File: src/include/ckswr_defs.vh
`ifndef CKSWR_DEFS_VH
`define CKSWR_DEFS_VH
`define CKSWR_ADDR_OSC      2'h0
`define CKSWR_ADDR_REFCLK   2'h1
`define CKSWR_ADDR_READY    2'h2
`define CKSWR_KEY_HI_A      8'h78
`define CKSWR_KEY_HI_B      8'h9A
`define CKSWR_KEY_LO_A      8'h46
`define CKSWR_KEY_LO_B      8'h57
`define CKSWR_SRC_FRC       3'h0
`define CKSWR_SRC_FAST_RC_WITH_PLL    3'h1
`define CKSWR_SRC_PRI       3'h2
`define CKSWR_SRC_PRIPLL    3'h3
`define CKSWR_SRC_SEC       3'h4
`define CKSWR_SRC_LOW_POWER_RC      3'h5
`define CKSWR_SRC_LPFRCDIV  3'h6
`define CKSWR_SRC_FRCDIV    3'h7
`define CKSWR_BIT_REQ       0
`define CKSWR_BIT_SECEN     1
`define CKSWR_BIT_CF        3
`define CKSWR_BIT_LOCK      5
`define CKSWR_BIT_REFCLK_OUT_ENABLE      15
`define CKSWR_BIT_ROSLP     13
`define CKSWR_BIT_REFCLK_SOURCE_SEL     12
`define CKSWR_SETTLE_CYCLES 4'hA
`endif

File: src/core/ckswr_top.v
`timescale 1ns/1ns
`include "ckswr_defs.vh"
module ckswr_top #(
  parameter [2:0] RESET_SOURCE = 3'h0
) (
  input  wire        clock,
  input  wire        resetn,
  input  wire [1:0]  addr,
  input  wire [15:0] wdata,
  input  wire [1:0]  byte_en,
  input  wire        wr,
  input  wire        rd,
  output reg  [15:0] rdata,
  input  wire        switch_config_fuse,
  input  wire        new_clk_tick,
  input  wire        crystal_startup_done,
  input  wire        pll_locked,
  input  wire        primary_tick,
  input  wire        sleep_mode,
  input  wire        low_power_rc_needed,
  input  wire        clock_fail_event,
  output reg  [7:0]  osc_enable,
  output reg  [2:0]  sysclk_sel,
  output reg         switch_busy,
  output reg         refclk_out_pin,
  output reg         refclk_out_oe
);
  localparam [2:0] ST_IDLE = 3'h0;
  localparam [2:0] ST_CHECK = 3'h1;
  localparam [2:0] ST_WAIT = 3'h2;
  localparam [2:0] ST_SETTLE = 3'h3;
  localparam [2:0] ST_SWAP = 3'h4;

  reg  [2:0]  current_source_sel;
  reg  [2:0]  next_source_sel;
  reg         switch_request;
  reg         secondary_osc_enable;
  reg         lock_status;
  reg         clock_fail_flag;
  reg  [1:0]  hi_key;
  reg  [1:0]  lo_key;
  reg  [2:0]  state;
  reg  [3:0]  settle_cnt;
  reg         refclk_out_enable;
  reg         refclk_sleep_run;
  reg         refclk_source_sel;
  reg  [3:0]  refclk_divisor;
  reg  [14:0] div_cnt;
  reg         base_toggle;
  reg  [15:0] next_rdata;
  wire        wr_hi;
  wire        wr_lo;
  wire        base_tick;
  wire        ref_run;
  wire [15:0] osc_control_reg;

  function is_pll;
    input [2:0] src;
    begin
      is_pll = (src == `CKSWR_SRC_PRIPLL) || (src == `CKSWR_SRC_FAST_RC_WITH_PLL);
    end
  endfunction

  function is_crystal;
    input [2:0] src;
    begin
      is_crystal = (src == `CKSWR_SRC_PRI) || (src == `CKSWR_SRC_PRIPLL) ||
                   (src == `CKSWR_SRC_SEC);
    end
  endfunction

  assign wr_hi = wr && (addr == `CKSWR_ADDR_OSC) && byte_en[1];
  assign wr_lo = wr && (addr == `CKSWR_ADDR_OSC) && byte_en[0];
  assign osc_control_reg = {1'b0, current_source_sel, 1'b0, next_source_sel,
                            2'b00, lock_status, 1'b0, clock_fail_flag, 1'b0,
                            secondary_osc_enable, switch_request};

  ////////////////////////////////////////////////////////////////////////////
  // Unlock keys and control register writes
  always @(posedge clock or negedge resetn) begin
    if (!resetn) begin
      hi_key <= 2'h0;
      lo_key <= 2'h0;
      next_source_sel <= 3'h0;
      secondary_osc_enable <= 1'b0;
    end else begin
      if (wr_hi) begin
        if (hi_key == 2'h2) begin
          if (!switch_config_fuse && !switch_request)
            next_source_sel <= wdata[10:8];
          hi_key <= 2'h0;
        end else if (wdata[15:8] == `CKSWR_KEY_HI_A)
          hi_key <= 2'h1;
        else if (hi_key == 2'h1 && wdata[15:8] == `CKSWR_KEY_HI_B)
          hi_key <= 2'h2;
        else
          hi_key <= 2'h0;
      end
      if (wr_lo) begin
        if (lo_key == 2'h2) begin
          secondary_osc_enable <= wdata[`CKSWR_BIT_SECEN];
          lo_key <= 2'h0;
        end else if (wdata[7:0] == `CKSWR_KEY_LO_A)
          lo_key <= 2'h1;
        else if (lo_key == 2'h1 && wdata[7:0] == `CKSWR_KEY_LO_B)
          lo_key <= 2'h2;
        else
          lo_key <= 2'h0;
      end
    end
  end

  ////////////////////////////////////////////////////////////////////////////
  // Switch sequencer; CPU clock stays on old source until ST_SWAP
  always @(posedge clock or negedge resetn) begin
    if (!resetn) begin
      state <= ST_IDLE;
      switch_request <= 1'b0;
      current_source_sel <= 3'h0;
      sysclk_sel <= 3'h0;
      osc_enable <= 8'h01;
      settle_cnt <= 4'h0;
      lock_status <= 1'b0;
      clock_fail_flag <= 1'b0;
      switch_busy <= 1'b0;
    end else begin
      if (state == ST_IDLE && current_source_sel == 3'h0 && osc_enable == 8'h01
          && sysclk_sel != RESET_SOURCE && !switch_busy) begin
        current_source_sel <= RESET_SOURCE;
        sysclk_sel <= RESET_SOURCE;
        osc_enable <= 8'h01 << RESET_SOURCE;
        switch_busy <= 1'b1;
      end
      if (is_pll(current_source_sel) || state != ST_IDLE)
        lock_status <= lock_status | (is_pll(next_source_sel) && pll_locked);
      else
        lock_status <= 1'b0;
      case (state)
        ST_IDLE: begin
          if (wr_lo && lo_key == 2'h2 && wdata[`CKSWR_BIT_REQ] && !switch_config_fuse) begin
            switch_request <= 1'b1;
            state <= ST_CHECK;
          end
        end
        ST_CHECK: begin
          if (current_source_sel == next_source_sel) begin
            switch_request <= 1'b0;
            state <= ST_IDLE;
          end else begin
            lock_status <= 1'b0;
            clock_fail_flag <= 1'b0;
            osc_enable[next_source_sel] <= 1'b1;
            state <= ST_WAIT;
          end
        end
        ST_WAIT: begin
          if ((!is_crystal(next_source_sel) || crystal_startup_done) &&
              (!is_pll(next_source_sel) || lock_status)) begin
            settle_cnt <= 4'h0;
            state <= ST_SETTLE;
          end
        end
        ST_SETTLE: begin
          if (new_clk_tick) begin
            if (settle_cnt == `CKSWR_SETTLE_CYCLES - 4'h1)
              state <= ST_SWAP;
            else
              settle_cnt <= settle_cnt + 4'h1;
          end
        end
        ST_SWAP: begin
          sysclk_sel <= next_source_sel;
          current_source_sel <= next_source_sel;
          switch_request <= 1'b0;
          osc_enable[current_source_sel] <=
            (current_source_sel == `CKSWR_SRC_LOW_POWER_RC && low_power_rc_needed) ||
            (current_source_sel == `CKSWR_SRC_SEC && secondary_osc_enable);
          state <= ST_IDLE;
        end
        default: state <= ST_IDLE;
      endcase
      // A failure seen in the same cycle as a switch start must not be lost
      if (clock_fail_event && !switch_config_fuse)
        clock_fail_flag <= 1'b1;
      if (switch_config_fuse)
        switch_request <= 1'b0;
    end
  end

  ////////////////////////////////////////////////////////////////////////////
  // Reference clock control and divider
  always @(posedge clock or negedge resetn) begin
    if (!resetn) begin
      refclk_out_enable <= 1'b0;
      refclk_sleep_run <= 1'b0;
      refclk_source_sel <= 1'b0;
      refclk_divisor <= 4'h0;
    end else if (wr && addr == `CKSWR_ADDR_REFCLK && byte_en[1]) begin
      refclk_out_enable <= wdata[`CKSWR_BIT_REFCLK_OUT_ENABLE];
      refclk_sleep_run <= wdata[`CKSWR_BIT_ROSLP];
      refclk_source_sel <= wdata[`CKSWR_BIT_REFCLK_SOURCE_SEL];
      refclk_divisor <= wdata[11:8];
    end
  end

  // Base clock is modelled as a tick stream: primary ticks or every system cycle
  assign base_tick = refclk_source_sel ? primary_tick : 1'b1;
  // Without primary selected the primary powers down in Sleep
  assign ref_run = refclk_out_enable &&
                   (!sleep_mode || (refclk_sleep_run && refclk_source_sel &&
                    current_source_sel[2:1] == 2'b01));

  always @(posedge clock or negedge resetn) begin
    if (!resetn) begin
      div_cnt <= 15'h0000;
      base_toggle <= 1'b0;
      refclk_out_pin <= 1'b0;
      refclk_out_oe <= 1'b0;
    end else begin
      refclk_out_oe <= refclk_out_enable;
      if (base_tick) begin
        base_toggle <= ~base_toggle;
        div_cnt <= div_cnt + 15'h0001;
      end
      if (!ref_run)
        refclk_out_pin <= 1'b0;
      else if (refclk_divisor == 4'h0)
        refclk_out_pin <= base_toggle;
      else
        refclk_out_pin <= div_cnt[refclk_divisor - 4'h1];
    end
  end

  ////////////////////////////////////////////////////////////////////////////
  // Read port
  always @* begin
    case (addr)
      `CKSWR_ADDR_OSC:    next_rdata = osc_control_reg;
      `CKSWR_ADDR_REFCLK: next_rdata = {refclk_out_enable, 1'b0, refclk_sleep_run,
                                        refclk_source_sel, refclk_divisor, 8'h00};
      `CKSWR_ADDR_READY:  next_rdata = {13'h0000, state};
      default:            next_rdata = 16'h0000;
    endcase
  end

  always @(posedge clock or negedge resetn) begin
    if (!resetn)
      rdata <= 16'h0000;
    else if (rd)
      rdata <= next_rdata;
    else
      rdata <= 16'h0000;
  end
endmodule

File: config.mk
export PLATFORM = sky130hd
export DESIGN_NAME = ckswr_top
export DESIGN_NICKNAME = d
export VERILOG_FILES = /design/src/core/ckswr_top.v
export VERILOG_INCLUDE_DIRS = /design/src /design/src/include
export SDC_FILE = /design/constraint.sdc
export NUM_CORES = 1
export LEC_CHECK = 0
export BUFFER_PORTS_ARGS = -buffer_cell sky130_fd_sc_hd__buf_2
export CAP_MARGIN = 40
export CORE_MARGIN = 2
export CORE_UTILIZATION = 40
export CTS_CLUSTER_SIZE = 24
export DETAILED_ROUTE_END_ITERATION = 10
export GPL_ROUTABILITY_DRIVEN = 0
export PLACE_DENSITY = 0.57
export SLEW_MARGIN = 10
export SYNTH_ARGS = -nofsm -noshare
export SYNTH_HDL_FRONTEND = slang
export SYNTH_SLANG_ARGS = --single-unit
File: constraint.sdc
create_clock -name clock -period 2.6 [get_ports clock]
set_clock_uncertainty 0.2 [all_clocks]
set_input_delay 0.13 -clock clock [delete_from_list [all_inputs] [get_ports clock]]
set_output_delay 0.13 -clock clock [all_outputs]
set_load 0.1 [all_outputs]
== Word level (Yosys, flattened, before mapping) ==
Cells that the tools add are included.
W data, S select, Z words.

* Register bits after elaboration: 71
* Latch bits: 0
* RAM bits: 0
* Memory bits (read-only): 0
* Input port bits: 32
* Output and inout bits: 30
* Logic and storage cells: 165
* Memories kept: 0

* $add $sub $neg: 3
* Multiply operators: 0
* Div/mod/pow operators: 0
* Magnitude comparators: 5
* Equality and inequality tests: 34
* Shift operators: 0
* Mux-type cells: 43
* Bitwise gates (word level): 3
* Reduce and logical (&&, ||, !) cells: 56

{| class="wikitable"
|+ Operators with widths
! cell !! number
|-
| $pmux W16 S3 || 1
|-
| $logic_and A1 B1 Y1 || 25
|-
| $eq A8 B7 Y1 const B || 3
|-
| $mux W3 || 6
|-
| $mux W16 || 1
|-
| $mux W8 || 2
|-
| $pmux W8 S2 || 1
|-
| $add A15 B1 Y15 const B || 1
|-
| $eq A3 B2 Y1 const B || 5
|-
| $mux W1 || 15
|-
| $mux W2 || 7
|-
| $eq A3 B3 Y1 const B || 4
|-
| $mux W4 || 3
|-
| $pmux W3 S4 || 1
|-
| $eq A3 B1 Y1 const B || 3
|-
| $logic_or A1 B1 Y1 || 9
|-
| $bwmux W8 || 1
|-
| $eq A2 B1 Y1 const B || 4
|-
| $eq A8 B1 Y1 const B || 1
|-
| $eq A8 B8 Y1 const B || 1
|-
| $lt A3 B4 Y1 const B || 2
|-
| $ne A2 B2 Y1 const B || 4
|-
| $or A8 B8 Y8 || 1
|-
| $pmux W4 S2 || 1
|-
| other kinds (25) || 42
|}

== Logic depth before layout (Yosys ltp) ==
Gate-level depths: netlist of the first run.

* Depth in word-level cells: 9
* Depth in mapped cells: 7
* Depth with buffers taken out: 7

== Least setup slack after synthesis of the first run ==
No wires, ideal clock.

* Path type: reg2reg
* From: register current_source_sel[0]
* To: register osc_enable[0]
* Setup time: 91 ps
* Data arrival time: 1971 ps
* Data required time: 2309 ps
* Setup slack: 339 ps
* Cell stages (with the launch flop): 7
* Path buffers: 1
* Clock period less this slack: 2261 ps
* Cell sequence: dfrtp_1 > clkbuf_2 > xor2_1 > nor3_1 > nor3b_2 > nand2b_1 > o31ai_1

* Cells in the longest elaborated chain, start to end: 9
* Elaborated cells on any way between the ends: 22
* Classes of those cells: 2 x order compare; 3 x eq/ne; 6 x mux; 1 x bitwise; 10 x reduce/logical

{| class="wikitable"
|+ RTL lines
! what !! RTL line !! text
|-
| from (decl) || ckswr_top.v:34 || <nowiki>reg [2:0] current_source_sel;</nowiki>
|-
| from (signal assigned) || ckswr_top.v:173 || <nowiki>current_source_sel <= next_source_sel;</nowiki>
|-
| parallel branches: the longest is 8 deep, another holds $lt A3 B4 Y1 || -- ||
|-
| $pmux W8 S2 (*) || ckswr_top.v:138 || <nowiki>case (state)</nowiki>
|-
| to (signal assigned) || ckswr_top.v:131 || <nowiki>osc_enable <= 8'h01 << RESET_SOURCE;</nowiki>
|-
| to (signal, indexed assignment) || ckswr_top.v:175 || <nowiki>osc_enable[current_source_sel] <=</nowiki>
|-
| to (decl) || ckswr_top.v:22 || <nowiki>output reg [7:0] osc_enable,</nowiki>
|}

Every way passes the cells marked *.
A chain may end at the register's enable or synchronous reset.

== Worst setup path in the final report of the first run ==
* From: input addr[1]
* To: register lo_key[1]

* Cells in the longest elaborated chain, start to end: 3

{| class="wikitable"
|+ RTL lines
! what !! RTL line !! text
|-
| from (decl) || ckswr_top.v:8 || <nowiki>input wire [1:0] addr,</nowiki>
|-
| $logic_not A2 Y1 || -- ||
|-
| $logic_and A1 B1 Y1 (2 in a row) || ckswr_top.v:73 || <nowiki>assign wr_lo = wr && (addr == `CKSWR_ADDR_OSC) && byte_en[0];</nowiki>
|-
| to (signal assigned) || ckswr_top.v:83 || <nowiki>lo_key <= 2'h0;</nowiki>
|-
| to (signal assigned) || ckswr_top.v:102 || <nowiki>lo_key <= 2'h0;</nowiki>
|-
| to (signal assigned) || ckswr_top.v:104 || <nowiki>lo_key <= 2'h1;</nowiki>
|-
| to (decl) || ckswr_top.v:41 || <nowiki>reg [1:0] lo_key;</nowiki>
|}

Every way passes these cells.

==> run metrics, run 1 <==
status=finished, final reports clean; Slowest-stage cell, CP=dlygate4sd3_1; Longest Clk Path Bufs=2; drt initial violations=51; Arrival @ worst endpoint=2610 ps; cell count of the worst reg-to-reg path=6; # DRC=0; setup_tns=0 ps; synthesized area per cell=11.4 sq um; Hold Crit Start=primary_tick; post-layout min period=2530 ps; layout cells sized above 1=26.7%; final hold violations=0; global-route wire length before repair=12200 um; full die area=9170 sq um; Area growth syn-to-layout=23.6%; routed len/inst=15.0 um; DR pass1 iterations=4; DRT met1 WL=3650 um; final-report max-slew violation count=0; reg2reg start=current_source_sel[0]; Synth Flop Type=dfrtp_1; final setup violation count=0; CP dominant cell by count=dlygate4sd3_1; I/O Pins=62; Starting Density=41.2%; Post-synth ARST share=100%; Max-cap violations=0; Crit. End Element=register; Die Width=95.8 um; number of enable flip-flop cells after synthesis=0; routed wl met3=242 um; Synth Register Bits=68; Static Leak=0.00203 uW; Hold Path Cell Cnt=3; Antenna Nets Post-Route=0; placed instance count=449; final std cells w/o fill=491; number of global-route vias before repair=2384; worst hold path type=in2reg; antenna violations before repair=0; Max Fclk=396 MHz; Final Worst Setup Slack=72.6 ps; via count=2484; Worst-path clk slew=70 ps; GRT Util Overall=17.8%; synth warn=0; reg2reg end=switch_request; RSZ-0062 raised after global routing=no; Final Cycle Share=97.2%; drt via density=5.06; critical path data required time=2680 ps; pwr/cell area=627 nW/um^2; Post-Place Worst Slack=414 ps; crit path launch=addr[1]; worst-skew pair later-pin latency=340 ps; synthesized cell area=3370 sq um; CP Cell Sequence=dlygate4sd3_1 -> buf_4 -> nor2_8 -> nand3_2 -> nor2_2 -> nand4_1 -> dlygate4sd3_1 -> o21ai_0 -> dlygate4sd3_1; Post-Syn Instances=296; Post-DP HPWL=5360 um; Synth cell types=50; Top Layer Used=met4; Setup CP Type=in2reg; CTS tree=done; PortBufs=58; CTS root buf=clkbuf_8; Die H=95.8 um; largest net degree at the start of global routing=30; peak supply drop=0.000410 V; nets=418; CORE AREA=8180 sq um; clock sink count=68; element type at the critical path start=input pin; Antenna diodes=0; Hold Path Sink=div_cnt[0]; H-tree Lvls=3; register area share after synthesis=50.6%; slowest stage delay, CP=560 ps; DRT Wirelength=7360 um; num rows=33; Post-CTS Setup Bufs=0; Crit Path Max Fanout=8; r2r setup slk=360 ps; WL met2=3320 um; Num CTS Buffers=9; GRT Residual Overflow=0
[where the power goes]
| part | switching (uW) | total (uW) | internal (uW) |
|---|---|---|---|
| logic | 304 | 552 | 247 |
| registers | 124 | 1290 | 1170 |
| clock network | 368 | 765 | 397 |
| total | 797 | 2610 | 1810 |
[layout make-up]
class                           count  area [sq um]
Clock buffer                       14           163
Clock inverter                      2          10.0
Fill cell                         787          4010
Inverter                           11          41.3
Multi-Input combinational cell    205          1550
Sequential cell                    68          1700
Tap cell                          105           131
Timing Repair Buffer               86           568
[synth_stat cells (2+ instances only)]
library cell	n	share of area (%)
a211oi_1	2	0.45
a21oi_1	4	0.59
a31oi_1	3	0.56
a31oi_4	2	1.3
and3_1	8	1.5
buf_2	2	0.30
buf_4	6	1.3
buf_6	2	0.67
clkbuf_1	2	0.22
dfrtp_1	67	50
ha_1	5	1.9
inv_1	11	1.2
mux2_2	12	4.0
mux2_4	3	1.3
mux2i_1	12	3.6
mux4_2	3	2.0
nand2_1	22	2.5
nand2b_1	11	2.0
nand3_1	6	0.89
nand3b_1	2	0.45
nand4_1	5	0.93
nand4b_1	2	0.52
nor2_1	23	2.6
nor2b_1	4	0.74
nor3_1	9	1.3
nor3b_1	2	0.45
nor3b_2	2	0.74
nor4bb_1	3	0.89
o211ai_1	2	0.45
o21ai_0	16	2.4
o31ai_1	6	1.3
xnor2_1	7	1.8
xor2_1	13	3.4
[cells in the final DEF, fill, tap and decap left out, drive strengths merged, types with 5 or more instances in the layout]
| cell | count |
|---|---|
| dfrtp | 67 |
| buf | 60 |
| dlygate4sd3 | 26 |
| nor2 | 24 |
| nand2 | 22 |
| o21ai | 16 |
| mux2 | 15 |
| clkbuf | 14 |
| xor2 | 13 |
| mux2i | 12 |
| inv | 11 |
| nand2b | 11 |
| nor3 | 9 |
| and3 | 8 |
| xnor2 | 7 |
| nand3 | 7 |
| o31ai | 6 |
| nand4 | 5 |
| ha | 5 |
| a31oi | 5 |
[kinds of logic after synthesis]
kind of cell | Yosys count | synth area share [%]
buffers and inverters | 25 | 4.01
XOR/XNOR | 20 | 5.20
other | 1 | 0.111
AND/OR/NAND/NOR | 107 | 18.5
flip-flops | 68 | 50.6
multiplexers | 30 | 10.9
AO/OA/AOI/OAI | 40 | 8.84
adder cells (fa/ha/maj) | 5 | 1.86
[through the flow]
step           total power (uW)  util (%)  instance area, sq um  hold WS, ps
3_3_place_gp               1820      45.5                  3720         -120
5_1_grt                    2760      50.9                  4160         40.3
4_1_cts                    2640      50.8                  4150         8.57
3_5_place_dp               1840      45.5                  3720         -111
6_report                   2610      50.9                  4160         23.3
2_1_floorplan              1690         -                  3380         -366
[critical path, delay by kind of cell]
family	cells	cell delay (ps)
AOI/OAI and AO/OA	1	120
and+or+nand+nor	4	510
buffers and inverters	4	1850
[routing by layer]
layer | track usage (%) | vias to the layer above
met3 | 3.13 | 12
met1 | 25.5 | 1212
met5 | 0 | -
met4 | 7.98 | 0
li1 | - | 1208
met2 | 26.3 | 52
[flip-flops by register name (all words and copies together) (netlist names)]
register / count
refclk_out_enable: 1
settle_cnt: 4
div_cnt: 15
clock_fail_flag: 1
refclk_out_oe: 1
refclk_divisor: 4
refclk_sleep_run: 1
lock_status: 1
lo_key: 2
state: 3
hi_key: 2
base_toggle: 1
osc_enable: 8
current_source_sel: 3
secondary_osc_enable: 1
switch_request: 1
rdata: 13
switch_busy: 1
refclk_out_pin: 1
refclk_source_sel: 1
next_source_sel: 3
[worst max path at each step]
| stage | end | cells after the start |
|---|---|---|
| after global placement | refclk_out_pin | 6 |
| after floorplan | osc_enable[0] | 6 |
| after global routing | lo_key[1] | 9 |
| after CTS | lo_key[1] | 9 |
| final | lo_key[1] | 9 |
| after detailed placement | refclk_out_pin | 6 |
[repair_timing]
item | in CTS | in global routing
gates resized for setup | 0 | 4
endpoints found under the setup margin | 0 | 2
hold endpoints to repair | 78 | 0
hold buffers | 26 | 0
Power figures use the tool's default switching activity.
==> inputs of run 2 (changes only) <==
--- a/config.mk
+++ b/config.mk
@@ -13,6 +13,7 @@
 export CTS_CLUSTER_SIZE = 24
 export DETAILED_ROUTE_END_ITERATION = 10
 export GPL_ROUTABILITY_DRIVEN = 0
+export HOLD_SLACK_MARGIN = 0.12
 export PLACE_DENSITY = 0.57
 export SLEW_MARGIN = 10
 export SYNTH_ARGS = -nofsm -noshare
==> constraint.sdc (replaced) <==
create_clock -name clock -period 2.61 [get_ports clock]
set_clock_uncertainty 0.2 [all_clocks]
set_input_delay 0.1305 -clock clock [delete_from_list [all_inputs] [get_ports clock]]
set_output_delay 0.1305 -clock clock [all_outputs]
set_load 0.1 [all_outputs]
==> run 2 against run 1 <==
Utilization increased by 0.77 points. Via count grew 0.20%. Register-to-register slack is essentially flat. Worst hold slack better by 120 ps. Global-route usage grew 0.23 points. Sequential share of layout area decreased by 0.61 points. First-iteration DRC count up 43%. Critical path type unchanged. Non-clock buffer count is 6 higher. Clock power about the same. Sequential power is essentially flat. Setup slack gained 6.7 ps.
==> run metrics, run 2 (synthesis gave the netlist of run 1 again) <==
H-tree Lvls=3 (unchanged); max reg flops=15 (unchanged); GRT Util Overall=18.0% (was 17.8%); Crit. End Element=register (unchanged); element type at the critical path start=input pin (unchanged); setup_tns=0 ps (unchanged); final hold violations=0 (unchanged); global-route wire length before repair=12300 um (was 12200 um); critical path data required time=2690 ps (was 2680 ps); DR pass1 iterations=5 (was 4); antenna violations before repair=0 (unchanged); Worst-path clk slew=70 ps (about the same); clock sink count=68 (unchanged); Post-CTS Setup Bufs=0 (unchanged); routed len/inst=15.0 um (about the same); full die area=9170 sq um (unchanged); worst-skew pair later-pin latency=340 ps (about the same); final-report max-slew violation count=0 (unchanged); num rows=33 (unchanged); Post-DP HPWL=5360 um (unchanged); Area growth syn-to-layout=25.4% (was 23.6%); placed instance count=449 (unchanged); final std cells w/o fill=497 (was 491); Slew @ Worst Pin=761 ps; Static Leak=0.00206 uW (was 0.00203 uW); Max-cap violations=0 (unchanged); # DRC=0 (unchanged); most frequent cells in the layout=dfrtp_1, buf_2, dlygate4sd3_1 (unchanged); PortBufs=58 (unchanged); Arrival @ worst endpoint=2610 ps (about the same); RSZ-0062 raised after global routing=no (unchanged); drt via density=5.01 (was 5.06); CORE AREA=8180 sq um (unchanged); Die Width=95.8 um (unchanged); worst hold path type=in2reg (unchanged); CTS tree=done (unchanged); Antenna diodes=0 (unchanged); Final Cycle Share=97.0%; crit path launch=addr[0] (was addr[1]); utilization after layout=51.7% (was 50.9%); Die H=95.8 um (unchanged); Fill cells=778 (was 787); GRT Residual Overflow=0 (unchanged); Max Fclk=395 MHz; pwr/cell area=618 nW/um^2 (was 627 nW/um^2); I/O Pins=62 (unchanged); CTS root buf=clkbuf_8 (unchanged); number of global-route vias before repair=2414 (was 2384); peak supply drop=0.000409 V (was 0.000410 V); reg2reg start=current_source_sel[2] (was current_source_sel[0]); most common cell after layout, fill and taps aside=dfrtp_1 (unchanged); via count=2489 (was 2484); drt initial violations=73 (was 51); Crit Path Max Fanout=10 (was 8); status=finished, final reports clean (unchanged); final setup violation count=0 (unchanged); Num CTS Buffers=9 (unchanged); Largest Register=div_cnt (unchanged); Antenna Nets Post-Route=0 (unchanged); Hold Crit Start=byte_en[0] (was primary_tick); post-layout min period=2530 ps; Longest Clk Path Bufs=2 (unchanged); max_slew headroom=49.1%; largest net degree at the start of global routing=30 (unchanged); biggest regs=div_cnt x15, rdata x13, osc_enable x8 (unchanged); Setup CP Type=in2reg (unchanged); layout cells sized above 1=26.3% (was 26.7%); DRT Wirelength=7470 um (was 7360 um); nets=424 (was 418); Starting Density=41.2% (unchanged)
## run 2: area by class of cell
cell class	count	area, sq um	area share, %
clock inverter	2	10.0	0.237
tap	105	131	3.11
clock buffer	14	163	3.85
inverter	11	41.3	0.977
multi-input combinational	205	1550	36.6
sequential	68	1700	40.3
timing repair buffer	92	631	14.9
## run 2: timing repair
| item | 4_1_cts | 5_1_grt |
|---|---|---|
| setup endpoints to repair | 0 | 2 |
| resized for setup | 0 | 6 |
| hold buffers | 32 | 0 |
| hold endpoints to repair | 107 | 0 |
## run 2: report_power, final
group,switching [uW],total (uW),internal (uW),leakage [uW]
combinational,305,556,252,0.00108
sequential,124,1290,1160,0.000887
clock,368,763,395,0.0000905
total,797,2610,1810,0.00206
## run 2: path summary, 6_finish.rpt
kind | endpoint | slack (ps) | depth (start not counted)
max | lo_key[1] | 80 | 9
min | secondary_osc_enable | 140 | 4
max reg2reg | switch_request | 360 | 6
min reg2reg | switch_busy | 180 | 0
max in group asynchronous | secondary_osc_enable | 890 | 3
min in group asynchronous | lock_status | 220 | 3
## run 2: worst max-delay path, cell delays in order
cell and delay (ps):
dlygate4sd3_1 550, buf_4 200, nor2_8 140, nand3_2 130, nor2_2 130, nand4_1 100, dlygate4sd3_1 550, o21ai_0 120
dlygate4sd3_1 560
## run 2: metal layers
layer  vias to the layer above  global-route usage (%)  part of all wire [%]
met2                        50                    26.3                    45
met3                        12                    3.13                   3.5
met4                         0                    7.98                   2.0
li1                       1218                       -                     -
met5                         -                       0                     0
met1                      1209                    26.2                    50
## run 2: per-stage QoR
stage	setup WS (ps)	total power [uW]	hold slack, ps	cell area, sq um
after floorplan	349	1680	-365	3380
after global placement	534	1810	-120	3720
after detailed placement	424	1830	-111	3720
after CTS	12.6	2640	138	4210
after global routing	24.7	2760	148	4220
final	79.2	2610	139	4220
